--- src/hw/pmr_pkg.sv ---
package pmr_pkg;

	// ************************************************************
	// Index map and widths
	// ************************************************************
	localparam int IDX_W = 5;
	localparam int DATA_W = 16;
	localparam logic [4:0] IDX_CONTROL = 5'h00;
	localparam logic [4:0] IDX_STATUS = 5'h01;
	localparam logic [4:0] IDX_ID_HIGH = 5'h02;
	localparam logic [4:0] IDX_ID_LOW = 5'h03;
	localparam logic [4:0] IDX_ADVERT = 5'h04;
	localparam logic [4:0] IDX_PARTNER = 5'h05;
	localparam logic [4:0] IDX_EXPAND = 5'h06;
	localparam logic [4:0] IDX_MODE_CS = 5'h11;
	localparam logic [4:0] IDX_SPECIAL = 5'h12;
	localparam logic [4:0] IDX_SPEC_IND = 5'h1b;
	localparam logic [4:0] IDX_IRQ_SRC = 5'h1d;
	localparam logic [4:0] IDX_IRQ_MASK = 5'h1e;
	localparam logic [4:0] IDX_PHY_SCS = 5'h1f;

	// Plain storage slots for the upper indexes
	localparam int EXT_SLOTS = 6;
	localparam logic [2:0] SLOT_MODE_CS = 3'h0;
	localparam logic [2:0] SLOT_SPECIAL = 3'h1;
	localparam logic [2:0] SLOT_SPEC_IND = 3'h2;
	localparam logic [2:0] SLOT_IRQ_SRC = 3'h3;
	localparam logic [2:0] SLOT_IRQ_MASK = 3'h4;
	localparam logic [2:0] SLOT_PHY_SCS = 3'h5;
	localparam logic [2:0] SLOT_NONE = 3'h7;

	// ************************************************************
	// Basic control fields
	// ************************************************************
	localparam int CTL_RESET = 15;
	localparam int CTL_LOOP = 14;
	localparam int CTL_SPEED = 13;
	localparam int CTL_AN_EN = 12;
	localparam int CTL_PDOWN = 11;
	localparam int CTL_AN_RESTART = 9;
	localparam int CTL_DUPLEX = 8;
	localparam int CTL_COL_TEST = 7;
	localparam logic SPEED_RST = 1'h1;
	localparam logic DUPLEX_RST = 1'h1;

	// ************************************************************
	// Basic status fields
	// ************************************************************
	localparam int STS_ABIL_HI = 15;
	localparam int STS_ABIL_LO = 11;
	localparam int STS_AN_DONE = 5;
	localparam int STS_RFAULT = 4;
	localparam int STS_AN_ABLE = 3;
	localparam int STS_LINK = 2;
	localparam int STS_JABBER = 1;
	localparam int STS_EXT = 0;
	localparam logic [4:0] STS_ABILITIES = 5'h0f;

	// ************************************************************
	// Identifier and advertisement fields
	// ************************************************************
	localparam int ID_OUI_W = 22;
	localparam int ID_MODEL_W = 6;
	localparam int ID_REV_W = 4;
	localparam int ADV_RFAULT = 13;
	localparam int ADV_RES12 = 12;
	localparam int ADV_PAUSE_HI = 11;
	localparam int ADV_PAUSE_LO = 10;
	localparam int ADV_ABIL_HI = 8;
	localparam int ADV_ABIL_LO = 5;
	localparam int ADV_SEL_HI = 4;
	localparam logic [4:0] ADV_SELECTOR = 5'h01;
	localparam logic [3:0] ADV_ABIL_RST = 4'hf;
	localparam logic [1:0] PAUSE_NONE = 2'h0;
	localparam logic [1:0] PAUSE_BOTH = 2'h3;
	localparam int PAUSE_SYM = 0;
	localparam int PAUSE_ASYM = 1;

endpackage

--- src/hw/pmr_bank.sv ---
`timescale 1ns/1ps
// Overview of operation
// (RL1) Registers reached only by indexed management access
// (RL2) Decode indexes 0-6, 17, 18, 27, 29-31
// (RL3) Kept fields survive soft reset only
// (RL4) Control bit 15 soft resets, self-clears
// (RL5) Control bit 14 selects loopback, resets zero
// (RL6) Bit 13 forces 100M when negotiation off
// (RL7) Bit 12 enables negotiation, resets one
// (RL8) Bit 11 powers down; completion reported later
// (RL9) Control bit 9 restarts negotiation, self-clears
// (RL10) Bit 8 selects duplex unless negotiating
// (RL11) Control bit 7 enables collision test
// (RL12) Speed and duplex follow negotiation outcome
// (RL13) Status 15-11 report fixed abilities
// (RL14) Status 5 done, 3 and 0 read one
// (RL15) Status 4 remote fault latches high
// (RL16) Status 2 link latches low
// (RL17) Status 1 jabber latches high
// (RL18) Identifier registers read-only, fixed layout
// (RL19) Advertised pause field encoding, resets 00
// (RL20) Both pause advertised resolves to one
// (RL21) Ability bits writable reset one, selector 00001
// (RL22) Advertised remote fault writable, resets zero
// (RL23) Latches hold until read; reserved read zero; advertisement bit 12 reads back as written
module pmr_bank import pmr_pkg::*; #(
	parameter logic [ID_OUI_W-1:0] OUI_ID = 22'h2_1357, // Arbitrary
	parameter logic [ID_MODEL_W-1:0] MODEL_ID = 6'h2a, // Arbitrary
	parameter logic [ID_REV_W-1:0] REV_ID = 4'h5 // Arbitrary
) (
	// Clock and reset
	input wire logic clk,
	input wire logic sys_rst,
	// Indexed management access
	input wire logic mgmt_wr,
	input wire logic mgmt_rd,
	input wire logic [IDX_W-1:0] mgmt_index,
	input wire logic [DATA_W-1:0] mgmt_wdata,
	output logic [DATA_W-1:0] mgmt_rdata_q,
	output logic mgmt_ack_q,
	output logic mgmt_hit_q,
	// Line condition pins
	input wire logic link_up_pin,
	input wire logic remote_fault_pin,
	input wire logic jabber_pin,
	// Negotiation engine results
	input wire logic an_done,
	input wire logic an_speed_100,
	input wire logic an_full_duplex,
	input wire logic [1:0] partner_pause,
	// Operating mode
	output logic soft_reset_q,
	output logic an_restart_q,
	output logic loopback_q,
	output logic power_down_q,
	output logic col_test_q,
	output logic an_enable_q,
	output logic link_speed_100_q,
	output logic link_full_duplex_q,
	// Advertisement to the negotiation engine
	output logic adv_remote_fault_q,
	output logic [1:0] adv_pause_q,
	output logic [3:0] adv_ability_q,
	output logic pause_sym_q,
	output logic pause_asym_q
);

	// ************************************************************
	// Index decode
	// ************************************************************
	function automatic logic [2:0] ext_slot(input logic [IDX_W-1:0] idx);
		logic [2:0] s;
		s = SLOT_NONE;
		if (idx == IDX_MODE_CS) begin
			s = SLOT_MODE_CS;
		end else if (idx == IDX_SPECIAL) begin
			s = SLOT_SPECIAL;
		end else if (idx == IDX_SPEC_IND) begin
			s = SLOT_SPEC_IND;
		end else if (idx == IDX_IRQ_SRC) begin
			s = SLOT_IRQ_SRC;
		end else if (idx == IDX_IRQ_MASK) begin
			s = SLOT_IRQ_MASK;
		end else if (idx == IDX_PHY_SCS) begin
			s = SLOT_PHY_SCS;
		end
		return s;
	endfunction

	logic rst_all;
	logic wr_ctl;
	logic wr_adv;
	logic rd_sts;
	logic [2:0] slot;
	logic link_up;
	logic remote_fault;
	logic jabber;
	logic link_flag;
	logic rfault_flag;
	logic jabber_flag;
	logic an_done_d1_q;
	logic an_done_live;
	logic [DATA_W-1:0] rd_d;
	logic hit_d;
	logic [DATA_W-1:0] ext_q [EXT_SLOTS];

	// Soft reset acts one cycle after the write that asks for it
	assign rst_all = sys_rst | soft_reset_q; // RL3
	assign wr_ctl = mgmt_wr && (mgmt_index == IDX_CONTROL); // RL1
	assign wr_adv = mgmt_wr && (mgmt_index == IDX_ADVERT);
	assign rd_sts = mgmt_rd && (mgmt_index == IDX_STATUS); // RL23
	assign slot = ext_slot(mgmt_index); // RL2
	assign an_done_live = an_done & an_enable_q & ~power_down_q; // RL8

	// ************************************************************
	// Line condition sampling and latching flags
	// ************************************************************
	pmr_pin_sync #(
		.W(3)
	) u_sync (
		.clk(clk),
		.sys_rst(sys_rst),
		.pin_in({link_up_pin, remote_fault_pin, jabber_pin}),
		.level_q({link_up, remote_fault, jabber})
	);

	pmr_latch_flag #(
		.HIGH(1'b0)
	) u_link (
		.clk(clk),
		.rst(rst_all),
		.cond(link_up),
		.rd_clr(rd_sts),
		.flag_q(link_flag)
	); // RL16

	pmr_latch_flag #(
		.HIGH(1'b1)
	) u_rfault (
		.clk(clk),
		.rst(rst_all),
		.cond(remote_fault),
		.rd_clr(rd_sts),
		.flag_q(rfault_flag)
	); // RL15

	pmr_latch_flag #(
		.HIGH(1'b1)
	) u_jabber (
		.clk(clk),
		.rst(rst_all),
		.cond(jabber),
		.rd_clr(rd_sts),
		.flag_q(jabber_flag)
	); // RL17

	// ************************************************************
	// Basic control
	// ************************************************************
	// The pulse bits are held for one cycle only; they read back as zero once done
	always_ff @(posedge clk) begin
		if (rst_all) begin
			soft_reset_q <= 1'b0;
			an_restart_q <= 1'b0;
		end else begin
			soft_reset_q <= wr_ctl & mgmt_wdata[CTL_RESET]; // RL4
			an_restart_q <= wr_ctl & mgmt_wdata[CTL_AN_RESTART]; // RL9
		end
	end

	always_ff @(posedge clk) begin
		if (rst_all) begin
			loopback_q <= 1'b0; // RL5
			an_enable_q <= 1'b1; // RL7
			power_down_q <= 1'b0;
			col_test_q <= 1'b0; // RL11
		end else if (wr_ctl) begin
			loopback_q <= mgmt_wdata[CTL_LOOP]; // RL5
			an_enable_q <= mgmt_wdata[CTL_AN_EN]; // RL7
			power_down_q <= mgmt_wdata[CTL_PDOWN]; // RL8
			col_test_q <= mgmt_wdata[CTL_COL_TEST]; // RL11
		end
	end

	// Forced bits take the negotiated result once negotiation is done and not powered down
	logic ctl_speed_q;
	logic ctl_duplex_q;
	always_ff @(posedge clk) begin
		if (rst_all) begin
			ctl_speed_q <= SPEED_RST;
			ctl_duplex_q <= DUPLEX_RST;
		end else if (wr_ctl) begin
			ctl_speed_q <= mgmt_wdata[CTL_SPEED]; // RL6
			ctl_duplex_q <= mgmt_wdata[CTL_DUPLEX]; // RL10
		end else if (an_done_live) begin
			ctl_speed_q <= an_speed_100; // RL12
			ctl_duplex_q <= an_full_duplex; // RL12
		end
	end

	always_ff @(posedge clk) begin
		if (rst_all) begin
			link_speed_100_q <= SPEED_RST;
			link_full_duplex_q <= DUPLEX_RST;
		end else if (an_enable_q) begin
			link_speed_100_q <= an_done ? an_speed_100 : ctl_speed_q; // RL7
			link_full_duplex_q <= an_done ? an_full_duplex : ctl_duplex_q;
		end else begin
			link_speed_100_q <= ctl_speed_q; // RL6
			link_full_duplex_q <= ctl_duplex_q; // RL10
		end
	end

	// ************************************************************
	// Advertisement
	// ************************************************************
	logic adv_res12_q;
	always_ff @(posedge clk) begin
		if (rst_all) begin
			adv_remote_fault_q <= 1'b0; // RL22
			adv_res12_q <= 1'b0;
			adv_pause_q <= PAUSE_NONE; // RL19
			adv_ability_q <= ADV_ABIL_RST; // RL21
		end else if (wr_adv) begin
			adv_remote_fault_q <= mgmt_wdata[ADV_RFAULT]; // RL22
			adv_res12_q <= mgmt_wdata[ADV_RES12];
			adv_pause_q <= mgmt_wdata[ADV_PAUSE_HI:ADV_PAUSE_LO]; // RL19
			adv_ability_q <= mgmt_wdata[ADV_ABIL_HI:ADV_ABIL_LO]; // RL21
		end
	end

	// Both pause kinds advertised: symmetric wins if the partner has it
	logic both_adv;
	assign both_adv = (adv_pause_q == PAUSE_BOTH);
	always_ff @(posedge clk) begin
		if (rst_all) begin
			an_done_d1_q <= 1'b0;
			pause_sym_q <= 1'b0;
			pause_asym_q <= 1'b0;
		end else begin
			an_done_d1_q <= an_done_live;
			if (an_done_live && !an_done_d1_q) begin
				pause_sym_q <= adv_pause_q[PAUSE_SYM]
					& partner_pause[PAUSE_SYM]; // RL20
				pause_asym_q <= adv_pause_q[PAUSE_ASYM]
					& partner_pause[PAUSE_ASYM]
					& ~(both_adv & partner_pause[PAUSE_SYM]); // RL20
			end else if (!an_done_live) begin
				pause_sym_q <= 1'b0;
				pause_asym_q <= 1'b0;
			end
		end
	end

	// ************************************************************
	// Upper index storage
	// ************************************************************
	// Only hardware reset clears the kept slot
	always_ff @(posedge clk) begin
		for (int i = 0; i < EXT_SLOTS; i++) begin
			if (sys_rst) begin
				ext_q[i] <= '0;
			end else if (soft_reset_q) begin
				if (i[2:0] != SLOT_SPECIAL) begin
					ext_q[i] <= '0; // RL3
				end
			end else if (mgmt_wr && slot == i[2:0]) begin
				ext_q[i] <= mgmt_wdata; // RL2
			end
		end
	end

	// ************************************************************
	// Read path
	// ************************************************************
	always_comb begin
		rd_d = '0; // RL23
		hit_d = 1'b1;
		if (mgmt_index == IDX_CONTROL) begin
			rd_d[CTL_RESET] = soft_reset_q; // RL4
			rd_d[CTL_LOOP] = loopback_q;
			rd_d[CTL_SPEED] = ctl_speed_q;
			rd_d[CTL_AN_EN] = an_enable_q;
			rd_d[CTL_PDOWN] = power_down_q;
			rd_d[CTL_AN_RESTART] = an_restart_q; // RL9
			rd_d[CTL_DUPLEX] = ctl_duplex_q;
			rd_d[CTL_COL_TEST] = col_test_q;
		end else if (mgmt_index == IDX_STATUS) begin
			rd_d[STS_ABIL_HI:STS_ABIL_LO] = STS_ABILITIES; // RL13
			rd_d[STS_AN_DONE] = an_done_live; // RL14
			rd_d[STS_RFAULT] = rfault_flag; // RL15
			rd_d[STS_AN_ABLE] = 1'b1; // RL14
			rd_d[STS_LINK] = link_flag; // RL16
			rd_d[STS_JABBER] = jabber_flag; // RL17
			rd_d[STS_EXT] = 1'b1; // RL14
		end else if (mgmt_index == IDX_ID_HIGH) begin
			rd_d = OUI_ID[ID_OUI_W-1:ID_MODEL_W]; // RL18
		end else if (mgmt_index == IDX_ID_LOW) begin
			rd_d = {OUI_ID[ID_MODEL_W-1:0], MODEL_ID, REV_ID}; // RL18
		end else if (mgmt_index == IDX_ADVERT) begin
			rd_d[ADV_RFAULT] = adv_remote_fault_q;
			rd_d[ADV_RES12] = adv_res12_q;
			rd_d[ADV_PAUSE_HI:ADV_PAUSE_LO] = adv_pause_q;
			rd_d[ADV_ABIL_HI:ADV_ABIL_LO] = adv_ability_q;
			rd_d[ADV_SEL_HI:0] = ADV_SELECTOR; // RL21
		end else if (mgmt_index == IDX_PARTNER
			|| mgmt_index == IDX_EXPAND) begin
			rd_d = '0;
		end else if (slot != SLOT_NONE) begin
			rd_d = ext_q[slot]; // RL2
		end else begin
			hit_d = 1'b0;
		end
	end

	// One answer per access, one cycle after it is taken
	always_ff @(posedge clk) begin
		if (sys_rst) begin
			mgmt_rdata_q <= '0;
			mgmt_ack_q <= 1'b0;
			mgmt_hit_q <= 1'b0;
		end else begin
			mgmt_rdata_q <= mgmt_rd ? rd_d : '0; // RL1
			mgmt_ack_q <= mgmt_rd | mgmt_wr;
			mgmt_hit_q <= (mgmt_rd | mgmt_wr) & hit_d;
		end
	end

	// ************************************************************
	// Checks
	// ************************************************************
	a_soft_self_clear: assert property (@(posedge clk) disable iff (sys_rst)
		wr_ctl && mgmt_wdata[CTL_RESET] && !soft_reset_q
		|=> soft_reset_q ##1 !soft_reset_q) // RL4
		else $error("Soft reset bit did not clear itself");

	a_kept_field: assert property (@(posedge clk) disable iff (sys_rst)
		soft_reset_q |=> $stable(ext_q[SLOT_SPECIAL])) // RL3
		else $error("Kept field changed on soft reset");

	a_soft_defaults: assert property (@(posedge clk) disable iff (sys_rst)
		soft_reset_q |=> !loopback_q && an_enable_q && !col_test_q
		&& adv_pause_q == PAUSE_NONE && !adv_remote_fault_q) // RL5
		else $error("Control defaults not restored by soft reset");

	a_forced_mode: assert property (@(posedge clk) disable iff (rst_all)
		!an_enable_q |=> link_speed_100_q == $past(ctl_speed_q)
		&& link_full_duplex_q == $past(ctl_duplex_q)) // RL6
		else $error("Forced speed not applied");

	a_an_override: assert property (@(posedge clk) disable iff (rst_all)
		an_enable_q && an_done |=> ##0 (soft_reset_q
		|| link_full_duplex_q == $past(an_full_duplex))) // RL10
		else $error("Negotiated duplex not applied");

	a_restart_pulse: assert property (@(posedge clk) disable iff (rst_all)
		wr_ctl && mgmt_wdata[CTL_AN_RESTART] && !mgmt_wdata[CTL_RESET]
		|=> an_restart_q) // RL9
		else $error("Restart pulse missing");

	a_status_fixed: assert property (@(posedge clk) disable iff (sys_rst)
		rd_sts |=> mgmt_ack_q
		&& mgmt_rdata_q[STS_ABIL_HI:STS_ABIL_LO] == STS_ABILITIES
		&& mgmt_rdata_q[STS_AN_ABLE] && mgmt_rdata_q[STS_EXT]) // RL13
		else $error("Fixed status bits wrong");

	a_jabber_hold: assert property (@(posedge clk) disable iff (rst_all)
		jabber_flag && !rd_sts |=> jabber_flag) // RL17
		else $error("Jabber flag dropped before read");

	a_link_hold: assert property (@(posedge clk) disable iff (rst_all)
		!link_flag && !rd_sts |=> !link_flag) // RL16
		else $error("Link flag rose before read");

	a_pause_one: assert property (@(posedge clk) disable iff (sys_rst)
		!(pause_sym_q && pause_asym_q)) // RL20
		else $error("Both pause settings resolved");

	a_adv_selector: assert property (@(posedge clk) disable iff (sys_rst)
		mgmt_rd && mgmt_index == IDX_ADVERT
		|=> mgmt_rdata_q[ADV_SEL_HI:0] == ADV_SELECTOR) // RL21
		else $error("Selector field wrong");

	c_soft_reset: cover property (@(posedge clk) disable iff (sys_rst)
		wr_ctl && mgmt_wdata[CTL_RESET] ##2 !soft_reset_q);

	c_pause_both: cover property (@(posedge clk) disable iff (sys_rst)
		both_adv && an_done_live ##1 pause_sym_q);

	c_link_relatch: cover property (@(posedge clk) disable iff (sys_rst)
		!link_flag && link_up && rd_sts ##1 link_flag);

endmodule // pmr_bank

--- src/hw/pmr_pin_sync.sv ---
`timescale 1ns/1ps
module pmr_pin_sync import pmr_pkg::*; #(
	parameter int W = 1
) (
	// Clock and reset
	input wire logic clk,
	input wire logic sys_rst,
	// Pins in, settled levels out
	input wire logic [W-1:0] pin_in,
	output logic [W-1:0] level_q
);

	if (W < 1) begin : g_chk
		$error("pmr_pin_sync needs W of at least one");
	end

	logic [W-1:0] s1_q;
	logic [W-1:0] s2_q;
	logic [W-1:0] s3_q;

	always_ff @(posedge clk) begin
		if (sys_rst) begin
			s1_q <= '0;
			s2_q <= '0;
			s3_q <= '0;
		end else begin
			s1_q <= pin_in;
			s2_q <= s1_q;
			s3_q <= s2_q;
		end
	end

	// A change is taken only once the last two stages agree
	always_ff @(posedge clk) begin
		if (sys_rst) begin
			level_q <= '0;
		end else begin
			for (int i = 0; i < W; i++) begin
				if (s2_q[i] == s3_q[i]) begin
					level_q[i] <= s3_q[i];
				end
			end
		end
	end

endmodule // pmr_pin_sync

--- src/hw/pmr_latch_flag.sv ---
`timescale 1ns/1ps
module pmr_latch_flag import pmr_pkg::*; #(
	parameter bit HIGH = 1'b1
) (
	// Clock and reset
	input wire logic clk,
	input wire logic rst,
	// Live condition and read of the holding register
	input wire logic cond,
	input wire logic rd_clr,
	output logic flag_q
);

	// The read returns the flag to the live condition, so an event
	// in the read cycle itself is still seen afterwards.
	always_ff @(posedge clk) begin
		if (rst) begin
			flag_q <= 1'b0;
		end else if (rd_clr) begin
			flag_q <= cond;
		end else if (HIGH) begin
			flag_q <= flag_q | cond;
		end else begin
			flag_q <= flag_q & cond;
		end
	end

endmodule // pmr_latch_flag

--- config.mk ---
export PLATFORM = sky130hd
export DESIGN_NAME = pmr_bank
export DESIGN_NICKNAME = d
export VERILOG_FILES = /design/src/hw/pmr_pkg.sv /design/src/hw/pmr_bank.sv /design/src/hw/pmr_pin_sync.sv /design/src/hw/pmr_latch_flag.sv
export SDC_FILE = /design/constraint.sdc
export NUM_CORES = 1
export LEC_CHECK = 0
export ABC_AREA = 1
export ABC_CLOCK_PERIOD_IN_PS = 3000
export BUFFER_PORTS_ARGS = -buffer_cell sky130_fd_sc_hd__buf_2
export CAP_MARGIN = 20
export CORE_UTILIZATION = 61
export CTS_BUF_LIST = sky130_fd_sc_hd__clkbuf_4
export CTS_CLUSTER_SIZE = 8
export DETAILED_ROUTE_END_ITERATION = 12
export PLACE_DENSITY = 0.82
export SYNTH_ARGS = -nofsm -noshare
export SYNTH_HDL_FRONTEND = slang
export SYNTH_SLANG_ARGS = --single-unit
--- constraint.sdc ---
create_clock -name clk -period 3 [get_ports clk]
set_clock_uncertainty 0.05 [all_clocks]
set_input_delay 0 -clock clk [delete_from_list [all_inputs] [get_ports clk]]
set_output_delay 0 -clock clk [all_outputs]
set_load 0.05 [all_outputs]
=== Yosys cells after proc, flatten, opt, wreduce, memory -nomap -nowiden ===
Memory sizes are Yosys's and may differ from the RTL's.
Index checks and enable logic that the tools add are counted.
W data, S select, Z words.

* Add/subtract/negate cells: 0
* Multiply operators: 0
* Div/mod/pow operators: 0
* Magnitude comparators: 0
* Equal/unequal tests: 23
* Shifts and indexed selects: 0
* Muxes and demuxes: 80
* Bitwise logic cells: 28
* Reduce and logical (&&, ||, !) cells: 19

{| class="wikitable"
|+ Operators by type and width
! operator !! number
|-
| $mux W16 || 15
|-
| $mux W1 || 51
|-
| $eq A5 B5 Y1 const B || 6
|-
| $eq A5 B3 Y1 const B || 3
|-
| $mux W3 || 5
|-
| $or A1 B1 Y1 || 15
|-
| $and A1 B1 Y1 || 10
|-
| $eq A5 B2 Y1 const B || 2
|-
| $logic_and A1 B1 Y1 || 10
|-
| $mux W5 || 2
|-
| $mux W9 || 1
|-
| $mux W4 || 2
|-
| $eq A3 B2 Y1 const B || 2
|-
| $eq A3 B3 Y1 const B || 2
|-
| $mux W2 || 3
|-
| $mux W6 || 1
|-
| $eq A5 B1 Y1 const B || 1
|-
| $logic_not A5 Y1 || 1
|-
| $reduce_or A5 Y1 || 1
|-
| $reduce_or A4 Y1 || 1
|-
| $eq A1 B1 Y1 || 3
|-
| $eq A3 B1 Y1 const B || 1
|-
| $logic_not A3 Y1 || 1
|-
| $ne A3 B3 Y1 const B || 1
|-
| 8 further kinds || 10
|}

* Bits in registers: 54
* Latch bits: 0
* RAM bits: 96
* ROM bits: 0
* Input bits: 33
* Output and inout bits: 35
* Logic and storage cells: 183
* Memories: 1

{| class="wikitable"
|+ Memories
! memory !! words !! bits a word !! rd ports !! clocked after memory_dff !! write ports !! line !! RTL
|-
| ext_q || 6 || 16 || 1 || 0 || 6 || pmr_bank.sv:105 || <nowiki>logic [DATA_W-1:0] ext_q [EXT_SLOTS];</nowiki>
|}

=== Depth between registers and ports, before layout ===
* Depth in word-level cells: 16
* Gate-level depth with buffers: 14
* Mapped depth without buffers: 13

=== By module ===
A second synthesis with hierarchy kept.

* Cell total of the unflattened synthesis: 756
* Area total of the unflattened synthesis: 6676.4 um2

{| class="wikitable"
|+ By module, submodules not included
! module !! instances !! cells an instance !! area each (um2) !! sequential area each (um2)
|-
| pmr_bank || 1 || 700 || 6173.4 || 3663.5
|-
| pmr_pin_sync || 1 || 41 || 387.9 || 240.2
|-
| pmr_latch_flag at u_jabber ... || 2 || 5 || 40.0 || 20.0
|-
| pmr_latch_flag at u_link || 1 || 5 || 35.0 || 20.0
|}

=== Least setup slack after synthesis ===
Ideal clock, no wire load.

* Path type: reg-to-reg
* Start point: register soft_reset_q
* End point: memory ext_q[0][0], enable pin
* Setup time: 0.372 ns
* Arrival: 2.038 ns
* Required time: 2.578 ns
* Path slack: 0.541 ns
* Cell stages (with the launch flop): 7
* Buffers on the path: 1
* Period minus slack after synthesis: 2.459 ns
* Cell sequence: dfxtp_1 -> nor2_4 -> clkinv_1 -> nor3_4 -> nand2_4 -> buf_6 -> nand2_1

{| class="wikitable"
|+ RTL lines
! what !! line !! RTL
|-
| from (decl) || pmr_bank.sv:52 || <nowiki>output logic soft_reset_q,</nowiki>
|-
| from (signal assigned) || pmr_bank.sv:166 || <nowiki>soft_reset_q <= wr_ctl & mgmt_wdata[CTL_RESET];</nowiki>
|-
| to (decl) || pmr_bank.sv:105 ||
|}

=== Worst setup path in the final report ===
* Start point: input port mgmt_index[3]
* End point: register ctl_speed_q

* Word-level cells in the longest chain between the ends: 3
* Elaborated cells on any way between the ends: 4
* Classes of those cells: mux: 1; reduce/logical: 3

{| class="wikitable"
|+ RTL lines
! what !! line !! RTL
|-
| from (decl) || pmr_bank.sv:37 || <nowiki>input wire logic [IDX_W-1:0] mgmt_index,</nowiki>
|-
| $logic_not A5 Y1 (*) || pmr_bank.sv:109 || <nowiki>assign wr_ctl = mgmt_wr && (mgmt_index == IDX_CONTROL);</nowiki>
|-
| $logic_and A1 B1 Y1 (*) || pmr_bank.sv:109 ||
|-
| $mux W1 / $reduce_bool A2 Y1 (equally long branches) || - ||
|-
| to (signal assigned) || pmr_bank.sv:193 || <nowiki>ctl_speed_q <= mgmt_wdata[CTL_SPEED];</nowiki>
|-
| to (signal assigned) || pmr_bank.sv:196 || <nowiki>ctl_speed_q <= an_speed_100;</nowiki>
|-
| to (decl) || pmr_bank.sv:186 || <nowiki>logic ctl_speed_q;</nowiki>
|}

Every way passes the cells marked *; elsewhere a longest branch is shown, timed or not.
A chain may end at the register's enable or synchronous reset.

==> flow_summary.ini <==
[run_status]
run_status = complete, no violations

[sta]
clock.fmax_ghz = 0.3751
timing.final.hold_violations = 0
fin_crit_sh = 0.8887
hold_slack_ns = 0.2581
slew_headroom = 0.4642
rsz0062_at_grt = false
period_needed_ns = 2.666
tns_ns = 0
slew_viol_final = 0
tightest_slew_ns = 0.8007
setup_viol_count_final = 0

[cts]
cts_tree = done
clock-sinks = 150
root_buffer = clkbuf_4
cts_buffer_depth = 2
cts_resized = 0
htree_levels = 4
path_clk_slew_ns = 0.12
clock_latency_ns = 0.56
numCtsBuffers = 17

[place]
dp_hpwl_mm = 11.73
place_congestion = 0.8526
portBuffers = 67
dpl.cell_count = 916

[floorplan]
dieWidth_um = 105.9
row_count = 37
dieArea_mm2 = 0.01122
io_pins = 68
die_y_um = 105.9
core_mm2 = 0.01042
start_util = 0.6324

[synth]
syn_nets = 760
syn_area_per_cell_um2 = 9.061
yosysTopAreaCell = edfxtp_1
ys_seq_area_frac = 0.6017
yosysWarnings = 0
synth_seq_cells = 150
synth_area_mm2 = 0.006588
yosys-top-cells-area = edfxtp_1, dfxtp_1, nand2_1
netlist.area_leader.share = 0.4376
yosys_most_used_dff = edfxtp_1
ys_async_sr_fraction = 0
synth_edf_count = 96
ys_types = 34
postSynthCellCount = 727

[flow_run]
maxCapViolCount = 0

[final_layout]
insertedDiodeCount = 0
num-fill-cells = 741
final_cell_mix = nand2_1, nor2_1, edfxtp_1
final_common_cell = nand2_1
post-route-util = 0.7459
fin_cells = 996
area_growth_pct = 17.95
layout.nets = 880
drive_gt1_frac = 0.1581

[drt]
wirelength_mm = 17.73
avgRoutedWirePerCell_um = 17.80
vias_per_cell = 5.675
route.vias.total = 5652
initialDrtViolationCount = 637
drc = 0
drtPass1Iterations = 6
antenna_left = 0

[pwr]
p_per_area_mw_per_mm2 = 507.8
cellLeakagePower_nw = 3.461
irDropWorstVdd_v = 0.0004628
p_total_mw = 3.946

[worst_setup_path]
end_kind = flip-flop
ff2ff_setup_slack_ns = 0.46
reg2reg_depth = 5
cpPeakStageDelay_ns = 0.59
arrival_ns = 3.07
crit_cells = 13
cp_slowest_cell = dlygate4sd3_1
cp_cell_sequence = dlygate4sd3_1 > buf_2 > nor2_4 > inv_1 > nor2_2 > inv_2 > nor2_2 > inv_1 > nor2_4 > inv_1 > nand3_1 > o2111ai_1 > dlygate4sd3_1
startpoint = mgmt_index[3]
critPathLaunchType = primary input
timing_worst_setup_path_type = primary input to flip-flop
crit_required_ns = 3.41
crit_end = ctl_speed_q
crit_path_max_fanout = 9
cp.buffers_inverters = 7
reg2reg_from = soft_reset_q
r2r-end = ext_q[3][7]
cpMostUsedCell = inv_1
crit_family = buffers and inverters

[grt]
grt_pass1_wl_mm = 27.05
antenna_found_initial = 0
grt.overflow.total = 0
grt_pass1_vias = 5511
grt_max_degree = 33
grt.total_usage = 0.3292

[worst_hold_path]
hp-class = primary input to flip-flop
whs_path_depth = 5
-- logic make-up after synthesis --
group,synth area share
AO/OA/AOI/OAI,0.09098
buffers and inverters,0.07692
flip-flops,0.6017
AND/OR/NAND/NOR,0.2304
-- area by class of cell --
type / instances / area [µm²] / area share
flip-flops and latches: 150 / 3964 / 0.5101
multi-input cells: 457 / 2122 / 0.2731
repair buffers: 124 / 883.3 / 0.1137
inverters: 97 / 364.1 / 0.04686
well taps: 136 / 170.2 / 0.02190
clock buffers: 18 / 135.1 / 0.01739
clock inverters: 14 / 131.4 / 0.01691
-- routing by layer --
metal	routed length (µm)	vias up	GRT usage
met1	6540	2655	0.3875
met5	0	-	0
met2	8859	340	0.5546
met3	1740	50	0.09810
met4	587	0	0.1538
li1	-	2607	-
-- registers in the layout, summed over array words and instances, names as in the netlist, 2 cells and up --
register,flops
mgmt_rdata_q,16
u_sync.s1_q,3
u_sync.s2_q,3
adv_ability_q,4
adv_pause_q,2
u_sync.s3_q,3
u_sync.level_q,3
ext_q,96
-- Yosys cell counts, types with 2 or more instances --
cell       count
inv_2          4
buf_1          2
dfxtp_1       54
o211ai_1       5
edfxtp_1      96
a21oi_1       67
nand3_1       16
nor2_1       132
or2_2          2
nor3_1         2
inv_1         92
nand2_1      158
nor2_4         6
nor4_1         2
nand3_2        4
o21ai_0       31
nand4_1        8
nand2_4        4
buf_2         12
nand2_2        2
buf_6          5
clkbuf_1       3
nor2_2         5
a211oi_1       4
o2111ai_1      2
-- where the power goes --
| group | leakage, nW | total, mW | switching [mW] | internal, mW |
|---|---|---|---|---|
| logic | 1.87 | 0.447 | 0.311 | 0.136 |
| clock network | 0.139 | 1.22 | 0.723 | 0.494 |
| registers | 1.45 | 2.28 | 0.0251 | 2.26 |
| total | 3.46 | 3.95 | 1.06 | 2.89 |
-- through the flow --
step	cell area, µm²	worst slack (ns)
floorplan	6588	0.5408
global placement	7023	0.6376
detailed placement	7023	0.5197
CTS	7770	0.4979
global route	7770	0.2990
finish	7770	0.3338
-- worst reg2reg max path, stage by stage (launching register included) --
cell      delay (ns)
dfxtp_1         0.38
nor2_4          0.10
clkinv_1        0.33
nor3_4          0.52
nand2_4         0.21
nand2_1         0.58
-- worst min path at each step --
stage           startpoint               to
2_1_floorplan   jabber_pin   u_sync.s1_q[0]
3_3_place_gp   link_up_pin   u_sync.s1_q[2]
3_5_place_dp    jabber_pin   u_sync.s1_q[0]
4_1_cts            mgmt_rd  u_rfault.flag_q
5_1_grt            mgmt_rd  u_rfault.flag_q
6_report           mgmt_rd  u_rfault.flag_q
-- repair_timing --
item / in CTS / in global routing
hold endpoints to repair: 150 / 0
hold buffers: 48 / 0
endpoints found under the setup margin: 0 / 0
buffers inserted: 0 / 0
No activity file was read; power rests on OpenSTA's default activity.
